===== src/design/bwd_defs.vh =====
/*
 * timing constants of the byte-write dram controller.
 * assumes mclk at 250 MHz (4 ns period).
 */
`ifndef BWD_DEFS_VH
`define BWD_DEFS_VH
`define BWD_CLK_NS 4
// ***********************
// times in ns or us
// ***********************
`define BWD_PAUSE_US 100
`define BWD_INIT_CYCLES 8
`define BWD_RP_NS 45
`define BWD_RAS_NS 80
`define BWD_RCD_NS 20
`define BWD_RAH_NS 10
`define BWD_CAS_NS 30
`define BWD_CAC_NS 30
`define BWD_AA_NS 45
`define BWD_RWC_NS 185
`define BWD_RWD_NS 105
`define BWD_CWD_NS 55
`define BWD_AWD_NS 70
`define BWD_ODD_NS 15
`define BWD_WP_NS 15
`define BWD_CSR_NS 10
`define BWD_CHR_NS 10
`define BWD_RPC_NS 10
`define BWD_CPN_NS 10
`define BWD_CP_NS 10
`define BWD_PC_NS 55
`define BWD_ACP_NS 50
`define BWD_CPW_NS 70
`define BWD_RASC_NS 100000
`define BWD_CPT_NS 40
`define BWD_REF_US 4000
`define BWD_ROWS 256
// ***********************
// cycle counts; BWD_CYC rounds up, the others round down
// ***********************
`define BWD_CYC(ns) (((ns) + `BWD_CLK_NS - 1) / `BWD_CLK_NS)
`define BWD_PAUSE_CYC (`BWD_PAUSE_US * 1000 / `BWD_CLK_NS)
`define BWD_RASC_CYC (`BWD_RASC_NS / `BWD_CLK_NS)
`define BWD_REF_INT_CYC (`BWD_REF_US * 1000 / `BWD_ROWS / `BWD_CLK_NS)
`endif


===== src/design/bwd_ctrl.v =====
/*
 * host controller for a 64K x 16 async dram with byte write strobes.
 * assumes one request port on mclk; dram pins are async to mclk.
 */
// How it works
// - pause 100 us, then eight refreshes
// - init uses column-before-row refreshes
// - output enable off before driving data
// - rmw cycle at least 185 ns
// - rmw write strobe delays 105/55/70 ns
// - column strobe 10 ns around row
// - refresh and normal precharge 10 ns
// - page accesses 55 ns apart
// - column strobe high 10 ns in page
// - page row strobe 80 ns to 100 us
// - page rmw write 70 ns after precharge
// - counter test precharge 40 ns
// - byte strobes zero setup and hold
// - both byte strobes fall together
`timescale 1ns/1ns
`include "bwd_defs.vh"
module bwd_ctrl #(
   parameter PAUSE_CYC = `BWD_PAUSE_CYC,
   parameter REF_INT_CYC = `BWD_REF_INT_CYC,
   parameter RASC_CYC = `BWD_RASC_CYC
) (
   input wire mclk,
   input wire srst,
   input wire req_valid,
   input wire [1:0] req_op,
   input wire [15:0] req_addr,
   input wire [15:0] req_wdata,
   input wire [1:0] req_byte_en,
   output reg req_ready,
   output reg [15:0] rsp_rdata,
   output reg rsp_valid,
   output reg init_done,
   output reg ras_n,
   output reg cas_n,
   output reg lower_byte_write_strobe_n,
   output reg upper_byte_write_strobe_n,
   output reg oe_n,
   output reg [7:0] addr,
   input wire [15:0] dq_i,
   output reg [15:0] dq_o,
   output reg dq_oe
);
   // ***********************
   // ops and states
   // ***********************
   localparam OP_READ = 2'h0;
   localparam OP_WRITE = 2'h1;
   localparam OP_RMW = 2'h2;
   localparam ST_PAUSE = 3'h0;
   localparam ST_IDLE = 3'h1;
   localparam ST_ROW = 3'h2;
   localparam ST_COL = 3'h3;
   localparam ST_WR = 3'h4;
   localparam ST_PRE = 3'h5;
   localparam ST_REF = 3'h6;
   localparam T_RCD = `BWD_CYC(`BWD_RCD_NS);
   localparam T_RAH = `BWD_CYC(`BWD_RAH_NS);
   localparam T_RD = `BWD_CYC(`BWD_AA_NS) + 1;
   localparam T_ODD = `BWD_CYC(`BWD_ODD_NS);
   localparam T_RMW = `BWD_CYC(`BWD_RWD_NS - `BWD_RCD_NS);
   localparam T_WP = `BWD_CYC(`BWD_WP_NS) + 1;
   localparam T_RP = `BWD_CYC(`BWD_RWC_NS - `BWD_RWD_NS - `BWD_WP_NS);
   localparam T_CSR = `BWD_CYC(`BWD_CSR_NS);
   localparam T_REF = `BWD_CYC(`BWD_RAS_NS);
   localparam T_COLMIN = `BWD_CYC(`BWD_RAS_NS) - T_RCD;
   localparam T_PRE = `BWD_CYC(`BWD_RP_NS);
   localparam INIT_N = `BWD_INIT_CYCLES;
   reg [2:0] st_q;
   reg [31:0] cnt_q;
   reg [31:0] ref_tmr_q;
   reg ref_due_q;
   reg [3:0] init_cnt_q;
   reg [1:0] op_q;
   reg [15:0] a_q;
   reg [15:0] wd_q;
   reg [1:0] be_q;
   reg [15:0] dq_s1_q;
   reg [15:0] dq_s2_q;
   reg [1:0] phase_q;

   // ***********************
   // pin synchroniser
   // ***********************
   always @(posedge mclk) begin
      dq_s1_q <= dq_i;
      dq_s2_q <= dq_s1_q;
   end

   // ***********************
   // refresh interval timer
   // ***********************
   // refresh all rows
   always @(posedge mclk) begin
      if (srst) begin
         ref_tmr_q <= 32'h0;
         ref_due_q <= 1'b0;
      end else if (st_q == ST_REF && phase_q == 2'h0) begin
         ref_due_q <= 1'b0;
         ref_tmr_q <= ref_tmr_q + 32'h1;
      end else if (ref_tmr_q >= REF_INT_CYC - 1) begin
         ref_tmr_q <= 32'h0;
         ref_due_q <= 1'b1;
      end else begin
         ref_tmr_q <= ref_tmr_q + 32'h1;
      end
   end

   // ***********************
   // cycle sequencer
   // ***********************
   always @(posedge mclk) begin
      if (srst) begin
         st_q <= ST_PAUSE;
         cnt_q <= 32'h0;
         init_cnt_q <= 4'h0;
         init_done <= 1'b0;
         req_ready <= 1'b0;
         rsp_valid <= 1'b0;
         rsp_rdata <= 16'h0;
         ras_n <= 1'b1;
         cas_n <= 1'b1;
         lower_byte_write_strobe_n <= 1'b1;
         upper_byte_write_strobe_n <= 1'b1;
         oe_n <= 1'b1;
         addr <= 8'h0;
         dq_o <= 16'h0;
         dq_oe <= 1'b0;
         op_q <= OP_READ;
         a_q <= 16'h0;
         wd_q <= 16'h0;
         be_q <= 2'h0;
         phase_q <= 2'h0;
      end else begin
         rsp_valid <= 1'b0;
         req_ready <= 1'b0;
         case (st_q)
            ST_PAUSE: begin
               if (cnt_q >= PAUSE_CYC - 1) begin
                  cnt_q <= 32'h0;
                  phase_q <= 2'h0;
                  st_q <= ST_REF;
               end else begin
                  cnt_q <= cnt_q + 32'h1;
               end
            end
            ST_IDLE: begin
               if (ref_due_q) begin
                  st_q <= ST_REF;
                  phase_q <= 2'h0;
                  cnt_q <= 32'h0;
               end else if (req_valid && req_op != 2'h3) begin
                  op_q <= req_op;
                  a_q <= req_addr;
                  wd_q <= req_wdata;
                  be_q <= (req_op == OP_READ) ? 2'h0 : req_byte_en;
                  addr <= req_addr[15:8];
                  ras_n <= 1'b0;
                  cnt_q <= 32'h0;
                  st_q <= ST_ROW;
               end else begin
                  req_ready <= 1'b1;
               end
            end
            ST_ROW: begin
               cnt_q <= cnt_q + 32'h1;
               if (cnt_q == T_RAH) begin
                  addr <= a_q[7:0];
               end
               if (cnt_q >= T_RCD - 1) begin
                  cnt_q <= 32'h0;
                  st_q <= ST_COL;
                  cas_n <= 1'b0;
                  if (op_q == OP_WRITE) begin
                     lower_byte_write_strobe_n <= ~be_q[0];
                     upper_byte_write_strobe_n <= ~be_q[1];
                     dq_o <= wd_q;
                     dq_oe <= 1'b1;
                  end else begin
                     oe_n <= 1'b0;
                  end
               end
            end
            ST_COL: begin
               cnt_q <= cnt_q + 32'h1;
               if (op_q == OP_READ && cnt_q >= T_RD - 1 && cnt_q >= T_COLMIN - 1) begin
                  rsp_rdata <= dq_s2_q;
                  rsp_valid <= 1'b1;
                  cnt_q <= 32'h0;
                  st_q <= ST_PRE;
               end else if (op_q == OP_WRITE && cnt_q >= T_WP - 1 && cnt_q >= T_COLMIN - 1) begin
                  cnt_q <= 32'h0;
                  st_q <= ST_PRE;
               end else if (op_q == OP_RMW && cnt_q == T_RD - 1) begin
                  rsp_rdata <= dq_s2_q;
                  rsp_valid <= 1'b1;
                  oe_n <= 1'b1;
               end else if (op_q == OP_RMW && cnt_q >= T_RMW - 1 && cnt_q >= T_RD + T_ODD) begin
                  dq_o <= wd_q;
                  dq_oe <= 1'b1;
                  cnt_q <= 32'h0;
                  st_q <= ST_WR;
               end
            end
            ST_WR: begin
               cnt_q <= cnt_q + 32'h1;
               lower_byte_write_strobe_n <= ~be_q[0];
               upper_byte_write_strobe_n <= ~be_q[1];
               if (cnt_q >= T_WP - 1) begin
                  cnt_q <= 32'h0;
                  st_q <= ST_PRE;
               end
            end
            ST_PRE: begin
               ras_n <= 1'b1;
               cas_n <= 1'b1;
               oe_n <= 1'b1;
               lower_byte_write_strobe_n <= 1'b1;
               upper_byte_write_strobe_n <= 1'b1;
               dq_oe <= 1'b0;
               cnt_q <= cnt_q + 32'h1;
               if (cnt_q >= T_PRE + T_RP - 1) begin
                  cnt_q <= 32'h0;
                  st_q <= ST_IDLE;
               end
            end
            ST_REF: begin
               cnt_q <= cnt_q + 32'h1;
               case (phase_q)
                  2'h0: begin
                     if (cnt_q >= T_PRE - 1) begin
                        cas_n <= 1'b0;
                        cnt_q <= 32'h0;
                        phase_q <= 2'h1;
                     end
                  end
                  2'h1: begin
                     if (cnt_q >= T_CSR - 1) begin
                        ras_n <= 1'b0;
                        cnt_q <= 32'h0;
                        phase_q <= 2'h2;
                     end
                  end
                  2'h2: begin
                     if (cnt_q == T_CSR) begin
                        cas_n <= 1'b1;
                     end
                     if (cnt_q >= T_REF - 1) begin
                        ras_n <= 1'b1;
                        cas_n <= 1'b1;
                        cnt_q <= 32'h0;
                        phase_q <= 2'h3;
                     end
                  end
                  default: begin
                     if (cnt_q >= T_PRE - 1) begin
                        cnt_q <= 32'h0;
                        phase_q <= 2'h0;
                        if (!init_done && init_cnt_q < INIT_N - 1) begin
                           init_cnt_q <= init_cnt_q + 4'h1;
                        end else begin
                           init_done <= 1'b1;
                           st_q <= ST_IDLE;
                        end
                     end
                  end
               endcase
            end
            default: begin
               st_q <= ST_IDLE;
            end
         endcase
      end
   end
endmodule // bwd_ctrl


===== config.mk =====
export PLATFORM = sky130hd
export DESIGN_NAME = bwd_ctrl
export DESIGN_NICKNAME = d
export VERILOG_FILES = /design/src/design/bwd_ctrl.v
export VERILOG_INCLUDE_DIRS = /design/src /design/src/design
export SDC_FILE = /design/constraint.sdc
export NUM_CORES = 1
export LEC_CHECK = 0
export BUFFER_PORTS_ARGS = -buffer_cell sky130_fd_sc_hd__buf_2
export CAP_MARGIN = 20
export CORE_MARGIN = 3
export CORE_UTILIZATION = 60
export CTS_BUF_LIST = sky130_fd_sc_hd__clkbuf_16
export DETAILED_ROUTE_END_ITERATION = 12
export PLACE_DENSITY = 0.83
export SYNTH_ARGS = -nofsm -noshare
export SYNTH_HDL_FRONTEND = slang
export SYNTH_SLANG_ARGS = --single-unit
export TNS_END_PERCENT = 30

===== constraint.sdc =====
create_clock -name mclk -period 3.87 [get_ports mclk]
set_input_delay 0.774 -clock mclk [delete_from_list [all_inputs] [get_ports mclk]]
set_output_delay 0.774 -clock mclk [all_outputs]
set_load 0.1 [all_outputs]

Yosys cells after proc, flatten, opt, wreduce, memory -nomap -nowiden
Cells that the tools add are included.
{"block": "op_classes", "add_sub_neg": 3, "n_lt_le_gt_ge": 12, "n_eq_ne": 42, "n_mux": 88, "bitwise_logic": 7, "n_reduce_logical": 43}
{"cell": "2-to-1 mux 32 bit", "count": 14}
{"cell": "case mux 32 bit (6 select lines)", "count": 1}
{"cell": "2-to-1 mux 16 bit", "count": 9}
{"cell": "greater-or-equal comparator 32 x 5 -> 1 bit (second input constant)", "count": 4}
{"cell": "greater-or-equal comparator 32 x 4 -> 1 bit (second input constant)", "count": 3}
{"cell": "adder 32 x 1 -> 32 bit (second input constant)", "count": 2}
{"cell": "case mux 32 bit (2 select lines)", "count": 1}
{"cell": "2-to-1 mux 3 bit", "count": 13}
{"cell": "!= test 2 bit (second input constant)", "count": 19}
{"cell": "== test 32 x 2 -> 1 bit (second input constant)", "count": 1}
{"cell": "== test 32 x 4 -> 1 bit (second input constant)", "count": 1}
{"cell": "greater-or-equal comparator 32 x 12 -> 1 bit (second input constant)", "count": 1}
{"cell": "greater-or-equal comparator 32 x 15 -> 1 bit (second input constant)", "count": 1}
{"cell": "greater-or-equal comparator 32 x 2 -> 1 bit (second input constant)", "count": 1}
{"cell": "greater-or-equal comparator 32 x 3 -> 1 bit (second input constant)", "count": 1}
{"cell": "case mux 16 bit (2 select lines)", "count": 1}
{"cell": "2-to-1 mux 1 bit", "count": 27}
{"cell": "2-to-1 mux 8 bit", "count": 3}
{"cell": "case mux 3 bit (7 select lines)", "count": 1}
{"cell": "AND reduction 7 bit", "count": 3}
{"cell": "case mux 1 bit (3 select lines)", "count": 6}
{"cell": "case mux 8 bit (2 select lines)", "count": 1}
{"cell": "nonzero test 3 bit", "count": 5}
{"cell": "2-to-1 mux 2 bit", "count": 7}
{"cell": "30 further kinds", "count": 69}
{"block": "totals", "reg_bits": 183, "inputBits": 55, "output_inout_bits": 49, "word_cells": 219}

Longest topological paths before layout
Gate-level depths: netlist (run 1).
{"block": "logic_depth", "word_depth": 8, "depth_mapped": 11, "ltp_nobuf": 9}

Worst setup path after synthesis (run 1)
Ideal clock, no wire load.
{"block": "synth_timing", "path_type": "reg-to-reg", "from": "register cnt_q[1]", "to": "register cnt_q[31]", "setup_time_ns": 0.074, "t_arrival_ns": 2.284, "required_ns": 3.796, "setup_slack_ns": 1.512, "stages_incl_launch_ff": 10, "path_buffers": 0, "synth_period_minus_slack_ns": 2.358, "path_cell_list": "dfxtp_1 > inv_1 > ha_1 > nand2b_1 > a21o_1 > a211oi_1 > o211ai_2 > a31o_1 > or4_1 > a31oi_1"}
{"block": "synth_via", "elab_chain_cells": 8, "word_cells_on_any_way": 31, "cone_classes": "add/sub (1); order compare (10); eq/ne (1); mux (12); reduce/logical (7)"}
{"element": "start, declared", "line": "bwd_ctrl.v:74", "text": "reg [31:0] cnt_q;"}
{"element": "start signal, assigned", "line": "bwd_ctrl.v:148", "text": "cnt_q <= cnt_q + 32'h1;"}
{"element": "start signal, assigned", "line": "bwd_ctrl.v:170", "text": "cnt_q <= cnt_q + 32'h1;"}
{"element": "start signal, assigned", "line": "bwd_ctrl.v:189", "text": "cnt_q <= cnt_q + 32'h1;"}
{"element": "greater-or-equal comparator 32 x 5 -> 1 bit", "line": "bwd_ctrl.v:202", "text": "end else if (op_q == OP_RMW && cnt_q >= T_RMW - 1 && cnt_q >= T_RD + T_ODD) begin"}
{"element": "logical AND 1 bit (2 in series)", "line": "bwd_ctrl.v:202"}
{"element": "2-to-1 mux 32 bit", "line": "bwd_ctrl.v:202"}
{"element": "2-to-1 mux 32 bit", "line": "bwd_ctrl.v:198", "text": "end else if (op_q == OP_RMW && cnt_q == T_RD - 1) begin"}
{"element": "2-to-1 mux 32 bit", "line": "bwd_ctrl.v:195", "text": "end else if (op_q == OP_WRITE && cnt_q >= T_WP - 1 && cnt_q >= T_COLMIN - 1) begin"}
{"element": "2-to-1 mux 32 bit", "line": "bwd_ctrl.v:190", "text": "if (op_q == OP_READ && cnt_q >= T_RD - 1 && cnt_q >= T_COLMIN - 1) begin"}
{"element": "case mux 32 bit (6 select lines) *", "line": "bwd_ctrl.v:141", "text": "case (st_q)"}
Mark *: on every way between the ends. The rest lies on a longest branch, timed or not.
A chain may end at the register's enable or synchronous reset.

Worst setup path after layout (run 1)
{"block": "layout_timing", "from": "register cnt_q[5]", "to": "register cnt_q[29]"}
Same word-level chain as after synthesis.

==> results.toml, run 1 <==
[place]
io_buffers = 103
dpl_worst_slack_ps = 1020
gp_congestion = 0.936
post-dp-hpwl_mm = 11.0

[clock_tree]
cts_tree = "built"
cts_setup_buffers = 0
numCtsBuffers = 17
htreeDepth = 4
clkTransAtPathRegs_ps = 70
cts.sinks = 183
cts_hold_buffers = 0
cts.repair.resized = 0
ctsLongestPathBuffers = 2
clk_latency_ps = 430
cts_root_buffer = "clkbuf_16"

[synthesis]
synth-seq-cells = 183
synth_edf_count = 0
syn-num-nets = 886
synth_area_leaders = "dfxtp_1, nor2_1, mux2i_1"
yosysWarnings = 0
synth_ff_type = "dfxtp_1"
synth_top_area_cell = "dfxtp_1"
seq_area_frac_synth = 0.496
ys_async_sr_fraction = 0
yosysTopAreaCellShare = 0.496
synthCells = 819
avgSynthCellArea_um2 = 9.02
netlist_area_mm2 = 0.00739
ys_types = 61

[power_and_ir_drop]
power_leakage_nw = 3.64
p_per_area_mw_per_mm2 = 515
vdd_drop_max_mv = 0.443

[setup_path]
r2r_slack_ps = 1110
cp_num_buf_inv = 1
path_cells = "nor3_1, nand4_2, o41ai_4, o211ai_2, a31oi_1, o21ai_2, buf_6, o21ai_1"
crit_arrival_ps = 3120
worstPathMaxFanout = 15
start_kind = "flop"
crit_path_max_incr_delay_ps = 490
critical_path_class = "flop to flop"
endpoint_kind = "flop"
worst_r2r_path_depth = 8
rr_endpoint = "cnt_q[29]$_SDFFE_PP0P_"
slowest_stage = "o41ai_4"
crit_required_ps = 4230
reg2reg_from = "cnt_q[5]$_SDFFE_PP0P_"
cp_top_family = "compound AO/OA/AOI/OAI gates"

[layout]
final_common_cell = "dfxtp_1"
final_cell_mix = "dfxtp_1, nor2_1, buf_2"
num_antenna_cells = 0
regArea_mm2 = 0.00366
fin_nets = 976
fillers = 856
multiInputGateArea_mm2 = 0.00352
synthToLayoutAreaGrowth_pct = 15.7
layout-drive-gt1-share = 0.177

[worst_hold_path]
min_path_cells = 0
whs_endpoint = "dq_s2_q[11]$_DFF_P_"
min_path_type = "flop to flop"
worstHoldStart = "dq_s1_q[11]$_DFF_P_"

[detailed_routing]
drc_errors = 0
antenna_left = 0
wire_per_inst_um = 15.3
via_per_inst = 5.62
wirelength_mm = 16.3
dr.pass1.iters = 6
vias = 5979
drt_iter0_markers = 579

[die]
coreArea_mm2 = 0.0117
initial_core_util = 0.631
io_pins = 104
dieArea_mm2 = 0.0137
die_h_um = 117
die_x_um = 117
num_rows = 39

[global_route]
grt_pass1_vias = 5747
grt_pass1_wl_mm = 26.5
grt_remaining_overflow = 0
grt_use_total = 0.244
antenna_found_initial = 0
grt_max_degree = 87

[timing]
timing.setup.tns_ps = 0
rsz0062_at_grt = "false"
finalCriticalPeriod_ps = 2760
fin_ws_ps = 1110
worst_slew_pin_slew_ps = 1020
fin_crit_sh = 0.714
fin_worst_skew_ps = 11.2
fmax_mhz = 362
max-slew-margin-rel = 0.319
timing_hold_violations_final = 0
whs_ps = 325
final_max_slew_viol_count = 0
setup-violations-final = 0

[outcome]
outcome = "completed"

[run]
maxCapViolations = 0
==> state kept, by name (all words and copies together), names as in the netlist, 2 cells and up <==
signal and count:
dq_s2_q 16, ref_tmr_q 32, dq_o 16, op_q 2
be_q 2, addr 8, dq_s1_q 16, init_cnt_q 4
phase_q 2, wd_q 16, cnt_q 32, st_q 3
rsp_rdata 16, a_q 8
==> worst max-delay path by stage <==
| stage | from | endpoint | slack [ps] | cells after the start |
|---|---|---|---|---|
| 2_1_floorplan | cnt_q[1]$_SDFFE_PP0P_ | cnt_q[31]$_SDFFE_PP0P_ | 1510 | 9 |
| 3_3_place_gp | req_op[1] | cnt_q[11]$_SDFFE_PP0P_ | 1070 | 6 |
| 3_5_place_dp | req_op[1] | cnt_q[29]$_SDFFE_PP0P_ | 1020 | 6 |
| 4_1_cts | cnt_q[0]$_SDFFE_PP0P_ | cnt_q[29]$_SDFFE_PP0P_ | 1100 | 9 |
| 5_1_grt | cnt_q[0]$_SDFFE_PP0P_ | cnt_q[29]$_SDFFE_PP0P_ | 820 | 9 |
| 6_report | cnt_q[5]$_SDFFE_PP0P_ | cnt_q[29]$_SDFFE_PP0P_ | 1110 | 8 |
==> cells by family (layout without fill, tap and decap cells) <==
| logic type | count (synthesis) | in the layout | share of synthesized area |
|---|---|---|---|
| and+or+nand+nor | 364 | 364 | 0.233 |
| DFF | 183 | 183 | 0.496 |
| AOI/OAI and AO/OA | 105 | 105 | 0.0945 |
| xor gates and xnor gates | 58 | 58 | 0.0687 |
| buffers and inverters | 54 | 156 | 0.0296 |
| muxes | 43 | 43 | 0.0584 |
| adders and majority gates | 12 | 12 | 0.0203 |
==> synth_stat cells, drive strengths merged (3+ instances only) <==
cell type	count
xnor2	23
xor2	35
or4	3
and3	17
o21ai	18
a31oi	4
dfxtp	183
o32ai	3
o211ai	4
a21oi	38
clkbuf	31
nand4	15
and4	6
nor2	139
and2	5
ha	12
nor3	11
buf	7
or2	3
a31o	4
inv	16
nand2	94
a211oi	15
or3	5
nand2b	8
nand3	39
nor4	13
mux2i	42
==> per-stage QoR <==
step	util	cells	instance area (um^2)	total power [mW]
4_1_cts	0.729	1063	8540	4.41
6_report	0.730	1064	8550	4.41
5_1_grt	0.730	1064	8550	4.60
2_1_floorplan	-	819	7390	2.60
3_5_place_dp	0.681	1032	7980	2.76
3_3_place_gp	0.681	1032	7980	2.74
==> report_power, final <==
part           total, mW  switching (mW)  internal (mW)
registers           2.05          0.0832           1.97
logic              0.687           0.479          0.208
clock network       1.67           0.762          0.905
total               4.41            1.32           3.08
==> cell type report <==
class,instances,share of cell area
sequential,183,0.428
multi-input combinational,582,0.412
timing repair buffer,109,0.0660
clock buffer,17,0.0497
tap,143,0.0209
clock inverter,14,0.0162
inverter,16,0.00702
==> layer usage <==
metal  track usage  share of wire  vias up  routed length, um
met3        0.0663          0.061       32                990
met5             0              0        -                  0
li1              -              -     2991                  -
met1         0.312           0.43     2762               7030
met2         0.395           0.49      194               7930
met4        0.0971          0.021        0                346
No activity file was read; power rests on OpenSTA's default activity.
==> run 2: changes to the inputs <==
--- a/config.mk
+++ b/config.mk
@@ -9,10 +9,10 @@
 export BUFFER_PORTS_ARGS = -buffer_cell sky130_fd_sc_hd__buf_2
 export CAP_MARGIN = 20
 export CORE_MARGIN = 3
-export CORE_UTILIZATION = 60
+export CORE_UTILIZATION = 57
 export CTS_BUF_LIST = sky130_fd_sc_hd__clkbuf_16
 export DETAILED_ROUTE_END_ITERATION = 12
-export PLACE_DENSITY = 0.83
+export PLACE_DENSITY = 0.79
 export SYNTH_ARGS = -nofsm -noshare
 export SYNTH_HDL_FRONTEND = slang
 export SYNTH_SLANG_ARGS = --single-unit
==> constraint.sdc (replaced) <==
create_clock -name mclk -period 2.7 [get_ports mclk]
set_input_delay 0.54 -clock mclk [delete_from_list [all_inputs] [get_ports mclk]]
set_output_delay 0.54 -clock mclk [all_outputs]
set_load 0.1 [all_outputs]
==> run 2 against run 1 <==
  * Clock power is 51% higher
  * Combinational power is 48% higher
  * Fmax is 6.2% higher
  * Routed wire length is 1.9% higher
  * Critical path type unchanged
  * Largest power group unchanged
==> results.toml, run 2 (synthesis results as in run 1) <==
[timing]
fin_crit_sh = 0.963
fin_ws_ps = 99.0
setup-violations-final = 0
worst_slew_pin_slew_ps = 633
whs_ps = 207
rsz0062_at_grt = "false"
final_max_slew_viol_count = 0
fin_worst_skew_ps = 8.95
max-slew-margin-rel = 0.578
finalCriticalPeriod_ps = 2600
fmax_mhz = 384
timing_hold_violations_final = 0
timing.setup.tns_ps = 0

[setup_path]
r2r_slack_ps = 100
worst_r2r_path_depth = 9
start_kind = "flop"
endpoint_kind = "flop"
crit_arrival_ps = 2960
critical_path_class = "flop to flop"
worstPathMaxFanout = 6
crit_required_ps = 3050

[layout]
reg_top3 = "cnt_q x32, ref_tmr_q x32"
layout-drive-gt1-share = 0.197
final_cell_mix = "dfxtp_1, nor2_1, buf_2"
multiInputGateArea_mm2 = 0.00353
finalInstanceArea_mm2 = 0.00880
final_cells = 1109
num_antenna_cells = 0
regArea_mm2 = 0.00366
synthToLayoutAreaGrowth_pct = 19.1
final_common_cell = "dfxtp_1"
postLayoutCoreUtil = 0.712
fillers = 974
fin_nets = 995

[run]
maxCapViolations = 0

[global_route]
grt_pass1_wl_mm = 27.2
antenna_found_initial = 0
grt_use_total = 0.233
grt_max_degree = 61
grt_pass1_vias = 5718
grt_remaining_overflow = 0

[detailed_routing]
top_layer_used = "met4"
wl_met3_mm = 1.07
routedLengthMet1_mm = 7.33
dr_wl_met2_mm = 7.88
antenna_left = 0
wire_per_inst_um = 15.0
dr.pass1.iters = 5
vias = 6027
drt_iter0_markers = 445
wirelength_mm = 16.6
drc_errors = 0
via_per_inst = 5.43

[clock_tree]
htreeDepth = 4
cts_hold_buffers = 0
cts_tree = "built"
clkTransAtPathRegs_ps = 70
cts_setup_buffers = 0
ctsLongestPathBuffers = 2
numCtsBuffers = 17
cts_root_buffer = "clkbuf_16"
cts.repair.resized = 0
cts.sinks = 183
clk_latency_ps = 430

[power_and_ir_drop]
vdd_drop_max_mv = 0.672
power_leakage_nw = 3.77
p_total_mw = 6.48
p_per_area_mw_per_mm2 = 736

[place]
dpl_worst_slack_ps = 118
gp_congestion = 1.04
placed_area_mm2 = 0.00819
dp_cells = 1077
post-dp-hpwl_mm = 11.3
io_buffers = 103

[die]
num_rows = 40
die_x_um = 120
io_pins = 104
dieArea_mm2 = 0.0144
initial_core_util = 0.598
coreArea_mm2 = 0.0124
die_h_um = 120

[outcome]
outcome = "completed"

[worst_hold_path]
min_path_cells = 1
min_path_type = "primary input to flop"
run 2: per-layer routing:
layer | up-vias | track usage
li1 | 3026 | -
met1 | 2791 | 0.295
met2 | 178 | 0.378
met3 | 32 | 0.0712
met4 | 0 | 0.0845
met5 | - | 0
run 2: final cells by class:
class	instances	area share
inverters	16	0.00682
multi-input cells	582	0.401
well taps	168	0.0239
clock buffers	17	0.0483
flip-flops and latches	183	0.416
repair buffers	128	0.0827
clock inverters	15	0.0207
run 2: path summary, 6_finish.rpt:
path                       endpoint                  start
max          cnt_q[31]$_SDFFE_PP0P_  cnt_q[1]$_SDFFE_PP0P_
min             dq_s1_q[12]$_DFF_P_               dq_i[12]
max reg2reg  cnt_q[31]$_SDFFE_PP0P_  cnt_q[1]$_SDFFE_PP0P_
min reg2reg      dq_s2_q[0]$_DFF_P_     dq_s1_q[0]$_DFF_P_
run 2: where the power goes:
part	switching [mW]	total (mW)	leakage, nW	internal, mW
sequential	0.106	2.93	1.49	2.82
combinational	0.705	1.02	1.98	0.319
clock	1.13	2.53	0.304	1.41
total	1.94	6.48	3.77	4.55
run 2: worst max-delay path: stages (launching register included):
cell and delay, ps:
dfxtp_1 420, inv_1 130, ha_1 190, nand2b_1 130, a21o_1 170, a211oi_1 400, o211ai_2 150, a31o_1 280
or4_1 480, a31oi_1 170
